$ cat src/drive_pkg.sv
// shared constants and types for the drive state machine and its host
package drive_pkg;

	typedef enum logic [2:0] {
		ST_INIT,
		ST_NO_FAULT,
		ST_READY,
		ST_WAIT_ON,
		ST_RUNNING,
		ST_QUICK_STOP,
		ST_STOP_FAULT,
		ST_FAULT
	} drive_state_type;

	// host control words
	localparam logic [15:0] CW_DISABLE     = 16'h0000;
	localparam logic [15:0] CW_QUICK_STOP  = 16'h0002;
	localparam logic [15:0] CW_SHUTDOWN    = 16'h0006;
	localparam logic [15:0] CW_SWITCH_ON   = 16'h0007;
	localparam logic [15:0] CW_ENABLE      = 16'h000F;
	localparam logic [15:0] CW_FAULT_RESET = 16'h0080;

	// status word reported in each state
	localparam logic [15:0] SW_INIT        = 16'h0000;
	localparam logic [15:0] SW_NO_FAULT    = 16'h0250;
	localparam logic [15:0] SW_READY       = 16'h0231;
	localparam logic [15:0] SW_WAIT_ON     = 16'h0233;
	localparam logic [15:0] SW_RUNNING     = 16'h0237;
	localparam logic [15:0] SW_QUICK_STOP  = 16'h0217;
	localparam logic [15:0] SW_STOP_FAULT  = 16'h021F;
	localparam logic [15:0] SW_FAULT       = 16'h0218;

	// quick-stop option codes
	localparam logic [15:0] QS_SERVO_OFF   = 16'h0000;
	localparam logic [15:0] QS_PROFILE     = 16'h0001;
	localparam logic [15:0] QS_QUICK       = 16'h0002;
	localparam logic [15:0] QS_PROFILE_HLD = 16'h0005;
	localparam logic [15:0] QS_QUICK_HLD   = 16'h0006;
	localparam logic [15:0] QS_RESET       = 16'h0002;

	// device object index of the option code
	localparam logic [15:0] QS_OPTION_IDX  = 16'h605A;

	// host register byte offsets
	localparam logic [7:0] CTRL_OFS        = 8'h00;
	localparam logic [7:0] STATUS_OFS      = 8'h04;
	localparam logic [7:0] OPTION_OFS      = 8'h08;
	localparam logic [7:0] RESULT_OFS      = 8'h0C;
	localparam int         RES_PENDING_BIT = 0;
	localparam int         RES_ERR_BIT     = 1;

	localparam logic [1:0] RESP_OKAY       = 2'h0;
	localparam logic [1:0] RESP_SLVERR     = 2'h2;

	function automatic logic [15:0] status_of(drive_state_type s);
		case (s)
			ST_INIT:       status_of = SW_INIT;
			ST_NO_FAULT:   status_of = SW_NO_FAULT;
			ST_READY:      status_of = SW_READY;
			ST_WAIT_ON:    status_of = SW_WAIT_ON;
			ST_RUNNING:    status_of = SW_RUNNING;
			ST_QUICK_STOP: status_of = SW_QUICK_STOP;
			ST_STOP_FAULT: status_of = SW_STOP_FAULT;
			ST_FAULT:      status_of = SW_FAULT;
			default:       status_of = SW_INIT;
		endcase
	endfunction

endpackage

$ cat src/drive_link_if.sv
// link between the host controller and the drive state machine
`timescale 1ns/1ps
interface drive_link_if;
	logic [15:0] cw;
	logic        cw_valid;
	logic [15:0] status;
	logic        opt_wr;
	logic [15:0] opt_wdata;
	logic        opt_ack;
	logic        opt_err;
	logic [15:0] opt_rdata;

	modport device (
		input  cw,
		input  cw_valid,
		input  opt_wr,
		input  opt_wdata,
		output status,
		output opt_ack,
		output opt_err,
		output opt_rdata
	);

	modport host (
		output cw,
		output cw_valid,
		output opt_wr,
		output opt_wdata,
		input  status,
		input  opt_ack,
		input  opt_err,
		input  opt_rdata
	);
endinterface

$ cat src/quick_stop_option.sv
// quick-stop option code register with value check
`timescale 1ns/1ps
module quick_stop_option (
	input  wire logic        aclk,
	input  wire logic        aresetn,
	input  wire logic        wr,
	input  wire logic [15:0] wdata,
	input  wire logic        allowed,
	output logic             ack,
	output logic             err,
	output logic [15:0]      code
);
	import drive_pkg::*;

	typedef struct packed {
		logic [15:0] code;
		logic        ack;
		logic        err;
	} opt_state_type;

	opt_state_type q, d;
	logic          legal;

	always_comb begin
		legal = (wdata == QS_SERVO_OFF) || (wdata == QS_PROFILE) ||
			(wdata == QS_QUICK) || (wdata == QS_PROFILE_HLD) ||
			(wdata == QS_QUICK_HLD);
		d = q;
		d.ack = wr;
		d.err = 1'b0;
		if (wr) begin
			if (legal && allowed) begin
				d.code = wdata;
			end else begin
				d.err = 1'b1;
			end
		end
	end

	always_ff @(posedge aclk) begin
		if (!aresetn) begin
			q <= '{code: QS_RESET, ack: 1'b0, err: 1'b0};
		end else begin
			q <= d;
		end
	end

	assign ack  = q.ack;
	assign err  = q.err;
	assign code = q.code;
endmodule

$ cat src/drive_device.sv
// drive-side device control state machine
// Overview of operation
// - power-up enters initialization, status 0x0000
// - init done to no-fault; failure to fault stop
// - no-fault plus 0x0006 goes to ready
// - ready plus 0x0007 goes to wait-on
// - wait-on plus 0x000F goes to running
// - running plus 0x0007 returns to wait-on
// - wait-on plus 0x0006 returns to ready
// - running plus 0x0006 goes to ready
// - ready plus 0x0000 returns to no-fault
// - wait-on plus 0x0000 returns to no-fault
// - running plus 0x0002 starts quick stop
// - options 0 to 2 leave stop to no-fault
// - any fault except in fault or fault stop: stop at fault
// - fault stop done moves to fault state
// - fault plus 0x80 returns to no-fault
// - options 5, 6 hold; 0x0F resumes running
// - option code 16-bit, values 0,1,2,5,6, default 2
// - option 0 removes power, stop method stop
// - options 1, 2 ramp profile or quick
// - options 5, 6 ramp then stay stopped
// - no parameter change during initialization
// - motor energized only while running
// - fault state inhibits all drive functions
`timescale 1ns/1ps
module drive_device (
	input  wire logic    aclk,
	input  wire logic    aresetn,
	drive_link_if.device link,
	input  wire logic    init_done,
	input  wire logic    init_fail,
	input  wire logic    fault_in,
	input  wire logic    stop_done,
	output logic         motor_on,
	output logic         mode_enable,
	output logic         servo_off_stop,
	output logic         ramp_profile,
	output logic         ramp_quick,
	output logic         drive_inhibit,
	output logic         param_allowed,
	output logic [2:0]   state_code
);
	import drive_pkg::*;

	typedef struct packed {
		drive_state_type st;
		logic            halted;
		logic [15:0]     status;
		logic            motor_on;
		logic            servo_off;
		logic            ramp_prof;
		logic            ramp_quick;
		logic            inhibit;
		logic            allowed;
	} dev_state_type;

	dev_state_type q, d;
	logic [15:0]   opt_code;
	logic          cmd;
	logic          opt_auto;
	logic          opt_hold;
	logic          ramping;

	quick_stop_option u_option (
		.aclk    (aclk),
		.aresetn (aresetn),
		.wr      (link.opt_wr),
		.wdata   (link.opt_wdata),
		.allowed (q.allowed),
		.ack     (link.opt_ack),
		.err     (link.opt_err),
		.code    (opt_code)
	);

	always_comb begin
		cmd      = link.cw_valid;
		opt_auto = (opt_code == QS_SERVO_OFF) || (opt_code == QS_PROFILE) ||
			(opt_code == QS_QUICK);
		opt_hold = (opt_code == QS_PROFILE_HLD) ||
			(opt_code == QS_QUICK_HLD);
		d = q;
		// outside fault and fault stop, a fault outranks any command arriving in the same cycle
		if (fault_in && q.st != ST_FAULT && q.st != ST_STOP_FAULT) begin
			d.st = ST_STOP_FAULT;
			d.halted = 1'b0;
		end else begin
			case (q.st)
				ST_INIT: begin
					if (init_fail) begin
						d.st = ST_STOP_FAULT;
					end else if (init_done) begin
						d.st = ST_NO_FAULT;
					end
				end
				ST_NO_FAULT: begin
					if (cmd && link.cw == CW_SHUTDOWN) begin
						d.st = ST_READY;
					end
				end
				ST_READY: begin
					if (cmd && link.cw == CW_SWITCH_ON) begin
						d.st = ST_WAIT_ON;
					end else if (cmd && link.cw == CW_DISABLE) begin
						d.st = ST_NO_FAULT;
					end
				end
				ST_WAIT_ON: begin
					if (cmd && link.cw == CW_ENABLE) begin
						d.st = ST_RUNNING;
					end else if (cmd && link.cw == CW_SHUTDOWN) begin
						d.st = ST_READY;
					end else if (cmd && link.cw == CW_DISABLE) begin
						d.st = ST_NO_FAULT;
					end
				end
				ST_RUNNING: begin
					if (cmd && link.cw == CW_SWITCH_ON) begin
						d.st = ST_WAIT_ON;
					end else if (cmd && link.cw == CW_SHUTDOWN) begin
						d.st = ST_READY;
					end else if (cmd && link.cw == CW_QUICK_STOP) begin
						d.st = ST_QUICK_STOP;
						d.halted = 1'b0;
					end
				end
				ST_QUICK_STOP: begin
					if (!q.halted && stop_done) begin
						if (opt_auto) begin
							d.st = ST_NO_FAULT;
						end else begin
							d.halted = 1'b1;
						end
					end else if (q.halted && opt_hold && cmd &&
						link.cw == CW_ENABLE) begin
						d.st = ST_RUNNING;
					end else if (q.halted && !opt_hold) begin
						// option rewritten to 0..2 while holding
						d.st = ST_NO_FAULT;
					end
				end
				ST_STOP_FAULT: begin
					if (stop_done) begin
						d.st = ST_FAULT;
					end
				end
				ST_FAULT: begin
					if (cmd && link.cw == CW_FAULT_RESET) begin
						d.st = ST_NO_FAULT;
					end
				end
				default: begin
					d.st = ST_INIT;
				end
			endcase
			// any other word falls through with no change
		end
		d.status = status_of(d.st);
		ramping = (d.st == ST_QUICK_STOP) && !d.halted;
		d.motor_on = (d.st == ST_RUNNING);
		d.allowed = (d.st != ST_INIT);
		// fault reaction is always servo off
		d.servo_off = (d.st == ST_STOP_FAULT);
		d.ramp_prof = 1'b0;
		d.ramp_quick = 1'b0;
		// option read live: a rewrite mid-stop changes ramp
		if (ramping) begin
			case (opt_code)
				QS_SERVO_OFF: begin
					d.servo_off = 1'b1;
				end
				QS_PROFILE, QS_PROFILE_HLD: begin
					d.ramp_prof = 1'b1;
				end
				QS_QUICK, QS_QUICK_HLD: begin
					d.ramp_quick = 1'b1;
				end
				default: begin
					// register refuses other codes
					d.servo_off = 1'b1;
				end
			endcase
		end
		d.inhibit = (d.st == ST_FAULT);
	end

	always_ff @(posedge aclk) begin
		if (!aresetn) begin
			q <= '{st: ST_INIT, halted: 1'b0, status: SW_INIT,
				motor_on: 1'b0, servo_off: 1'b0, ramp_prof: 1'b0,
				ramp_quick: 1'b0, inhibit: 1'b0,
				allowed: 1'b0};
		end else begin
			q <= d;
		end
	end

	assign link.status    = q.status;
	assign link.opt_rdata = opt_code;
	assign motor_on       = q.motor_on;
	assign mode_enable    = q.motor_on;
	assign servo_off_stop = q.servo_off;
	assign ramp_profile   = q.ramp_prof;
	assign ramp_quick     = q.ramp_quick;
	assign drive_inhibit  = q.inhibit;
	assign param_allowed  = q.allowed;
	assign state_code     = q.st;
endmodule

$ cat src/flat_wrapper.sv
// flat-port wrapper written by rule: the top's interface ports become plain ports
module drive_device_flat import drive_pkg::*;
  (aclk, aresetn, init_done, init_fail, fault_in, stop_done, motor_on, mode_enable, servo_off_stop, ramp_profile, ramp_quick, drive_inhibit, param_allowed, state_code, link_cw, link_cw_valid, link_opt_wr, link_opt_wdata, link_status, link_opt_ack, link_opt_err, link_opt_rdata);
  drive_link_if link_i ();
  input  wire logic aclk;
  input  wire logic aresetn;
  input  wire logic init_done;
  input  wire logic init_fail;
  input  wire logic fault_in;
  input  wire logic stop_done;
  output logic motor_on;
  output logic mode_enable;
  output logic servo_off_stop;
  output logic ramp_profile;
  output logic ramp_quick;
  output logic drive_inhibit;
  output logic param_allowed;
  output logic [2:0] state_code;
  input wire logic [$bits(link_i.cw)-1:0] link_cw;
  input wire logic [$bits(link_i.cw_valid)-1:0] link_cw_valid;
  input wire logic [$bits(link_i.opt_wr)-1:0] link_opt_wr;
  input wire logic [$bits(link_i.opt_wdata)-1:0] link_opt_wdata;
  output wire logic [$bits(link_i.status)-1:0] link_status;
  output wire logic [$bits(link_i.opt_ack)-1:0] link_opt_ack;
  output wire logic [$bits(link_i.opt_err)-1:0] link_opt_err;
  output wire logic [$bits(link_i.opt_rdata)-1:0] link_opt_rdata;
  assign link_i.cw = link_cw;
  assign link_i.cw_valid = link_cw_valid;
  assign link_i.opt_wr = link_opt_wr;
  assign link_i.opt_wdata = link_opt_wdata;
  assign link_status = link_i.status;
  assign link_opt_ack = link_i.opt_ack;
  assign link_opt_err = link_i.opt_err;
  assign link_opt_rdata = link_i.opt_rdata;
  drive_device u_core (.aclk(aclk), .aresetn(aresetn), .link(link_i), .init_done(init_done), .init_fail(init_fail), .fault_in(fault_in), .stop_done(stop_done), .motor_on(motor_on), .mode_enable(mode_enable), .servo_off_stop(servo_off_stop), .ramp_profile(ramp_profile), .ramp_quick(ramp_quick), .drive_inhibit(drive_inhibit), .param_allowed(param_allowed), .state_code(state_code));
endmodule
$ cat config.mk
export PLATFORM = sky130hd
export DESIGN_NAME = drive_device_flat
export DESIGN_NICKNAME = d
export VERILOG_FILES = /design/src/drive_pkg.sv /design/src/drive_link_if.sv /design/src/quick_stop_option.sv /design/src/drive_device.sv /design/src/flat_wrapper.sv
export SDC_FILE = /design/constraint.sdc
export NUM_CORES = 1
export LEC_CHECK = 0
export BUFFER_PORTS_ARGS = -buffer_cell sky130_fd_sc_hd__buf_2
export CELL_PAD_IN_SITES_DETAIL_PLACEMENT = 1
export CELL_PAD_IN_SITES_GLOBAL_PLACEMENT = 2
export CORE_ASPECT_RATIO = 1.4
export CORE_MARGIN = 1
export CORE_UTILIZATION = 25
export DETAILED_ROUTE_END_ITERATION = 16
export PLACE_DENSITY = 0.78
export SLEW_MARGIN = 20
export SYNTH_ARGS = -nofsm -noshare
export SYNTH_HDL_FRONTEND = slang
export SYNTH_SLANG_ARGS = --single-unit
export TNS_END_PERCENT = 100
$ cat constraint.sdc
create_clock -name aclk -period 3.2 [get_ports aclk]
set_input_delay 0 -clock aclk [delete_from_list [all_inputs] [get_ports aclk]]
set_output_delay 0 -clock aclk [all_outputs]
set_load 0.01 [all_outputs]
Word-level counts from Yosys, hierarchy flattened
Memories as Yosys holds them, arrays and structs flattened. A register that Yosys moved wholly into a read port is not among the register bits. Index checks and enable logic that the tools add are counted.

Memories kept: 1. Output and inout port bits: 44. Register bits: 44. ROM bits: 64. Word-level logic and storage cells: 104. Bits of input ports: 40.

Eq/ne operators: 26. Reductions and logical operators: 37. Multiplexer cells: 28.

Memory list: (name not given) (depth 8, bits a word 8, read ports 1, clocked after Yosys merged registers in 1, wr ports 0, line drive_pkg.sv:56) `case (s)`.

Operators with widths (count): 16-bit by 3-bit == test with 1-bit output (second input constant) (6); 16-bit by 2-bit == test with 1-bit output (second input constant) (3); 16-bit logical NOT (3); 3-bit 2-to-1 mux (16); 16-bit by 1-bit == test with 1-bit output (second input constant) (2); 3-bit == test (second input constant) (8); 3-bit case mux with 8 select lines (1); 16-bit by 4-bit == test with 1-bit output (second input constant) (1); 16-bit by 8-bit == test with 1-bit output (second input constant) (1); 1-bit logical AND (15); 1-bit 2-to-1 mux (8); 4-bit 2-to-1 mux (2); 1-bit logical OR (7); 3-bit by 2-bit == test with 1-bit output (second input constant) (2); 3-bit != test (second input constant) (2); 2-bit AND reduction (3); 1-bit logical NOT (4); 2-bit OR reduction (2); 4-bit OR reduction (1); 3-bit by 1-bit == test with 1-bit output (second input constant) (1); 3-bit logical NOT (1); 3-bit nonzero test (1); 1-bit case mux with 2 select lines (1).

Depth between registers and ports, before layout
Depth in word-level cells: 12. Gate-level depth with buffers: 9. Gate-level depth less buffers: 7.

Cells and area by module
Synthesis repeated with hierarchy kept, for this count alone.

Cell total of the unflattened synthesis: 200. Area total of the unflattened synthesis: 1866.8 um^2.

Modules (own cells, without submodules): drive_device (cells an instance 147, area each 1181.1 um^2, times used 1); quick_stop_option (cells an instance 53, area each 685.7 um^2, times used 1).

Worst setup path before layout
No wires, ideal clock.

Path kind: register to register. Start: reg u_core.u_option.q (netlist bit u_core.u_option.code[15]). End: reg, netlist name u_core.link.status[4]. Data arrival time: 2175 ps. Period minus slack after synthesis: 2290 ps. Cell stages (with the launch flop): 8. Data required time: 3085 ps. Path slack: 910 ps. Path buffers: 1. Cells stage by stage: dfxtp_1 -> nor4_1 -> and4_1 -> clkbuf_1 -> a311oi_1 -> or4_1 -> or3_4 -> o21a_1.

Cells in the longest elaborated chain, start to end: 9. Elaborated cells on any way between the ends: 19.

RTL lines: start, declared (line quick_stop_option.sv:21) `opt_state_type q, d;`; start signal, assigned (line quick_stop_option.sv:42) `q <= '{code: QS_RESET, ack: 1'b0, err: 1'b0};`; 16-bit by 3-bit == test with 1-bit output (on tied branches) (line drive_device.sv:80, drive_device.sv:81); 1-bit logical OR (line drive_device.sv:80) `opt_hold = (opt_code == QS_PROFILE_HLD) ||`; 1-bit logical NOT / 1-bit logical AND (equally long branches) (line drive_device.sv:137, drive_device.sv:134); 1-bit logical AND (on tied branches) (line drive_device.sv:137, drive_device.sv:134); 3-bit 2-to-1 mux / 1-bit logical AND (equally long branches) (line drive_device.sv:137, drive_device.sv:134); 3-bit 2-to-1 mux (line drive_device.sv:134) `end else if (q.halted && opt_hold && cmd &&`; 3-bit 2-to-1 mux * (line drive_device.sv:128) `if (!q.halted && stop_done) begin`; 3-bit case mux with 8 select lines * (line drive_device.sv:88) `case (q.st)`; 4-bit 2-to-1 mux * (line drive_device.sv:84) `if (fault_in && q.st != ST_FAULT && q.st != ST_STOP_FAULT) begin`.

Every way passes the cells marked *; elsewhere a longest branch is shown, timed or not. A chain may end at the register's enable or synchronous reset.

Worst setup path in the final report
Start: reg u_core.u_option.q (netlist bit u_core.u_option.code[15]). End: reg, netlist name u_core.link.status[4].

Cells in the longest elaborated chain, start to end: 9. Elaborated cells on any way between the ends: 19.

RTL lines (line): 16-bit by 3-bit == test with 1-bit output (on tied branches) (drive_device.sv:80, drive_device.sv:81); 1-bit logical OR (drive_device.sv:80); 1-bit logical NOT / 1-bit logical AND (equally long branches) (drive_device.sv:137, drive_device.sv:134); 1-bit logical AND (on tied branches) (drive_device.sv:137, drive_device.sv:134); 3-bit 2-to-1 mux / 1-bit logical AND (equally long branches) (drive_device.sv:137, drive_device.sv:134); 3-bit 2-to-1 mux (drive_device.sv:134); 3-bit 2-to-1 mux * (drive_device.sv:128); 3-bit case mux with 8 select lines * (drive_device.sv:88); 4-bit 2-to-1 mux * (drive_device.sv:84).

Marks and branches as above.

==> flow_metrics.env <==
export IMPL_outcome="complete, no violations"
export IMPL_synth_distinct_cells=46
export IMPL_clock_sinks=35
export IMPL_ant_nets=0
export IMPL_synth_most_common_cell="dfxtp_1"
export IMPL_num_nets_final=306
export IMPL_place_congestion=0.738
export IMPL_synth_edf_count=0
export IMPL_drv_cap=0
export IMPL_arrival_ns=2.59
export IMPL_rows=35
export IMPL_clock_skew_final_ns=0.00887
export IMPL_cp_slowest_cell="or4_1"
export IMPL_async_flop_share=0
export IMPL_seq_area_frac_synth=0.398
export IMPL_worstMarginPinSlew_ns=0.652
export IMPL_netlist_top_cell_by_area="dfxtp_1"
export IMPL_finalSetupTns_ns=0
export IMPL_required_ns=3.39
export IMPL_worst_ir_drop_vdd_mv=0.221
export IMPL_hold_buffers=2
export IMPL_via_count=1629
export IMPL_crit_fanout=6
export IMPL_maxSlewHeadroom=0.561
export IMPL_drv_slew=0
export IMPL_cp_cell_sequence="nor4_1 > and4_1 > a311oi_1 > or4_1 > or3_4 > o21a_1"
export IMPL_finalHoldViolCount=0
export IMPL_cts_tree="done"
export IMPL_max_freq_mhz=415
export IMPL_cts_made_buffers=5
export IMPL_ys_ff_latch=35
export IMPL_power_mw=1.04
export IMPL_drc=0
export IMPL_fp_dieArea_sq_um=7380
export IMPL_grt_setup_unrepaired="false"
export IMPL_cts_resized=0
export IMPL_cpPeakStageDelay_ns=0.61
export IMPL_die_w_um=72.9
export IMPL_synth_top_cell_area_share=0.398
export IMPL_netlist_instances=202
export IMPL_htree_levels=2
export IMPL_syn_avg_cell_area_sq_um=8.71
export IMPL_die_y_um=101
export IMPL_min_period_over_period=0.753
export IMPL_n_fill_cell=829
export IMPL_clock_path_buffers=2
export IMPL_io_pins=84
export IMPL_num_antenna_cells=0
export IMPL_core_sq_um=6700
export IMPL_startpoint_type="flip-flop"
export IMPL_yosys_warnings=0
export IMPL_hold_path_class="in -> reg"
export IMPL_antenna_found_initial=0
export IMPL_dpl_hpwl_mm=3.75
export IMPL_p_leak_nw=0.981
export IMPL_wire_per_inst_um=13.1
export IMPL_clk_pin_slew_ns=0.07
export IMPL_setup_viol=0
export IMPL_drive_gt1_frac=0.341
export IMPL_root_buffer="clkbuf_8"
export IMPL_initial_core_util=0.263
export IMPL_overflow=0
export IMPL_grt_pass1_vias=1671
export IMPL_cp_end_kind="flip-flop"
export IMPL_grt_max_degree=16
export IMPL_port_buffers=75
export IMPL_crit_type="reg -> reg"
export IMPL_postCtsSetupBuffers=0
export IMPL_yosys_top_cells_area="dfxtp_1, buf_4, and2_1"
export IMPL_grt_usage=0.140
export IMPL_wirelength_mm=4.72
export IMPL_min_period_ns=2.41
export IMPL_firstDrtPassIters=3
export IMPL_area_growth_pct=25.3
export IMPL_grt_pass1_wl_mm=8.00
export IMPL_clk_latency_ns=0.29
export IMPL_drt_iter0_drc=42
export IMPL_synth_common_cells="dfxtp_1, buf_4, and2_1"
export IMPL_syn_area_sq_um=1760
export IMPL_vias_per_cell=4.54
export IMPL_power_density_nw_per_um2=470
export IMPL_synth_main_ff_cell="dfxtp_1"
-- stage by stage --
step | hold WS (ns) | util | setup WS, ns | std cells | instance area (sq um)
6_report | 0.0101 | 0.329 | 0.792 | 359 | 2200
2_1_floorplan | 0.136 | - | 0.910 | 209 | 1790
4_1_cts | 0.00843 | 0.329 | 0.757 | 359 | 2200
5_1_grt | 0.0384 | 0.329 | 0.537 | 359 | 2200
3_5_place_dp | 0.251 | 0.313 | 0.778 | 349 | 2100
3_3_place_gp | 0.247 | 0.313 | 0.783 | 349 | 2100
-- layout by cell type (no fill, tap or decap), types with 5 or more instances in the layout --
master | netlist | final
nand2_1 | 13 | 13
buf_2 | 0 | 75
clkbuf_8 | 0 | 5
nor2_1 | 14 | 14
dfxtp_1 | 35 | 35
conb_1 | 1 | 8
nor2b_1 | 8 | 8
and2_1 | 17 | 17
nor3_1 | 6 | 6
a21oi_1 | 8 | 8
nor4_1 | 7 | 7
nand2b_1 | 6 | 6
-- logic make-up (layout without fill, tap and decap cells) --
kind of cell           count (synthesis)  in the layout  synth area share
AND/OR/NAND/NOR                      103            103             0.361
AO/OA/AOI/OAI                         29             29             0.111
other                                  1              8           0.00213
buffers and inverters                 30             88             0.107
multiplexers                           2              2            0.0114
flip-flops                            35             35             0.398
XOR/XNOR                               2              2           0.00996
-- state kept, by name, indices dropped and copies added (netlist names) --
signal and flops:
u_core.drive_inhibit 1, u_core.u_option.ack 1, u_core.state_code 3, u_core.link.status 7
u_core.param_allowed 1, u_core.ramp_quick 1, u_core.q 1, u_core.ramp_profile 1
u_core.u_option.code 16, u_core.servo_off_stop 1, u_core.mode_enable 1, u_core.u_option.err 1
-- layer usage --
layer,up-vias,part of all wire,track usage
li1,810,-,-
met1,747,0.42,0.159
met5,-,0,0
met2,66,0.50,0.254
met4,0,0.012,0.0407
met3,6,0.071,0.0378
-- critical path, delay by kind of cell (launching register included) --
kind,cells,cell delay (ns)
AND/OR/NAND/NOR,4,1.68
AO/OA/AOI/OAI,2,0.30
flip-flops,1,0.32
-- where the power goes --
| group | switching [mW] | internal (mW) |
|---|---|---|
| registers | 0.0277 | 0.465 |
| logic | 0.130 | 0.102 |
| clock network | 0.160 | 0.152 |
| total | 0.319 | 0.719 |
-- area by class of cell --
class | instances | area (sq um) | area share
multi-input cells | 144 | 897 | 0.407
flip-flops and latches | 35 | 701 | 0.318
repair buffers | 77 | 395 | 0.179
well taps | 92 | 115 | 0.0522
clock buffers | 6 | 72.6 | 0.0329
clock inverters | 2 | 12.5 | 0.00568
inverters | 3 | 11.3 | 0.00511
-- worst paths after layout --
kind | start | to | slack, ns | cells after the start
setup reg to reg | u_core.u_option.code[15] | u_core.link.status[4] | 0.79 | 6
setup / recovery | u_core.u_option.code[15] | u_core.link.status[4] | 0.79 | 6
hold reg to reg | u_core.u_option.code[4] | u_core.u_option.code[4] | 0.49 | 1
hold / removal | link_opt_wdata[2] | u_core.u_option.code[2] | 0.01 | 3
Power figures use the tool's default switching activity.
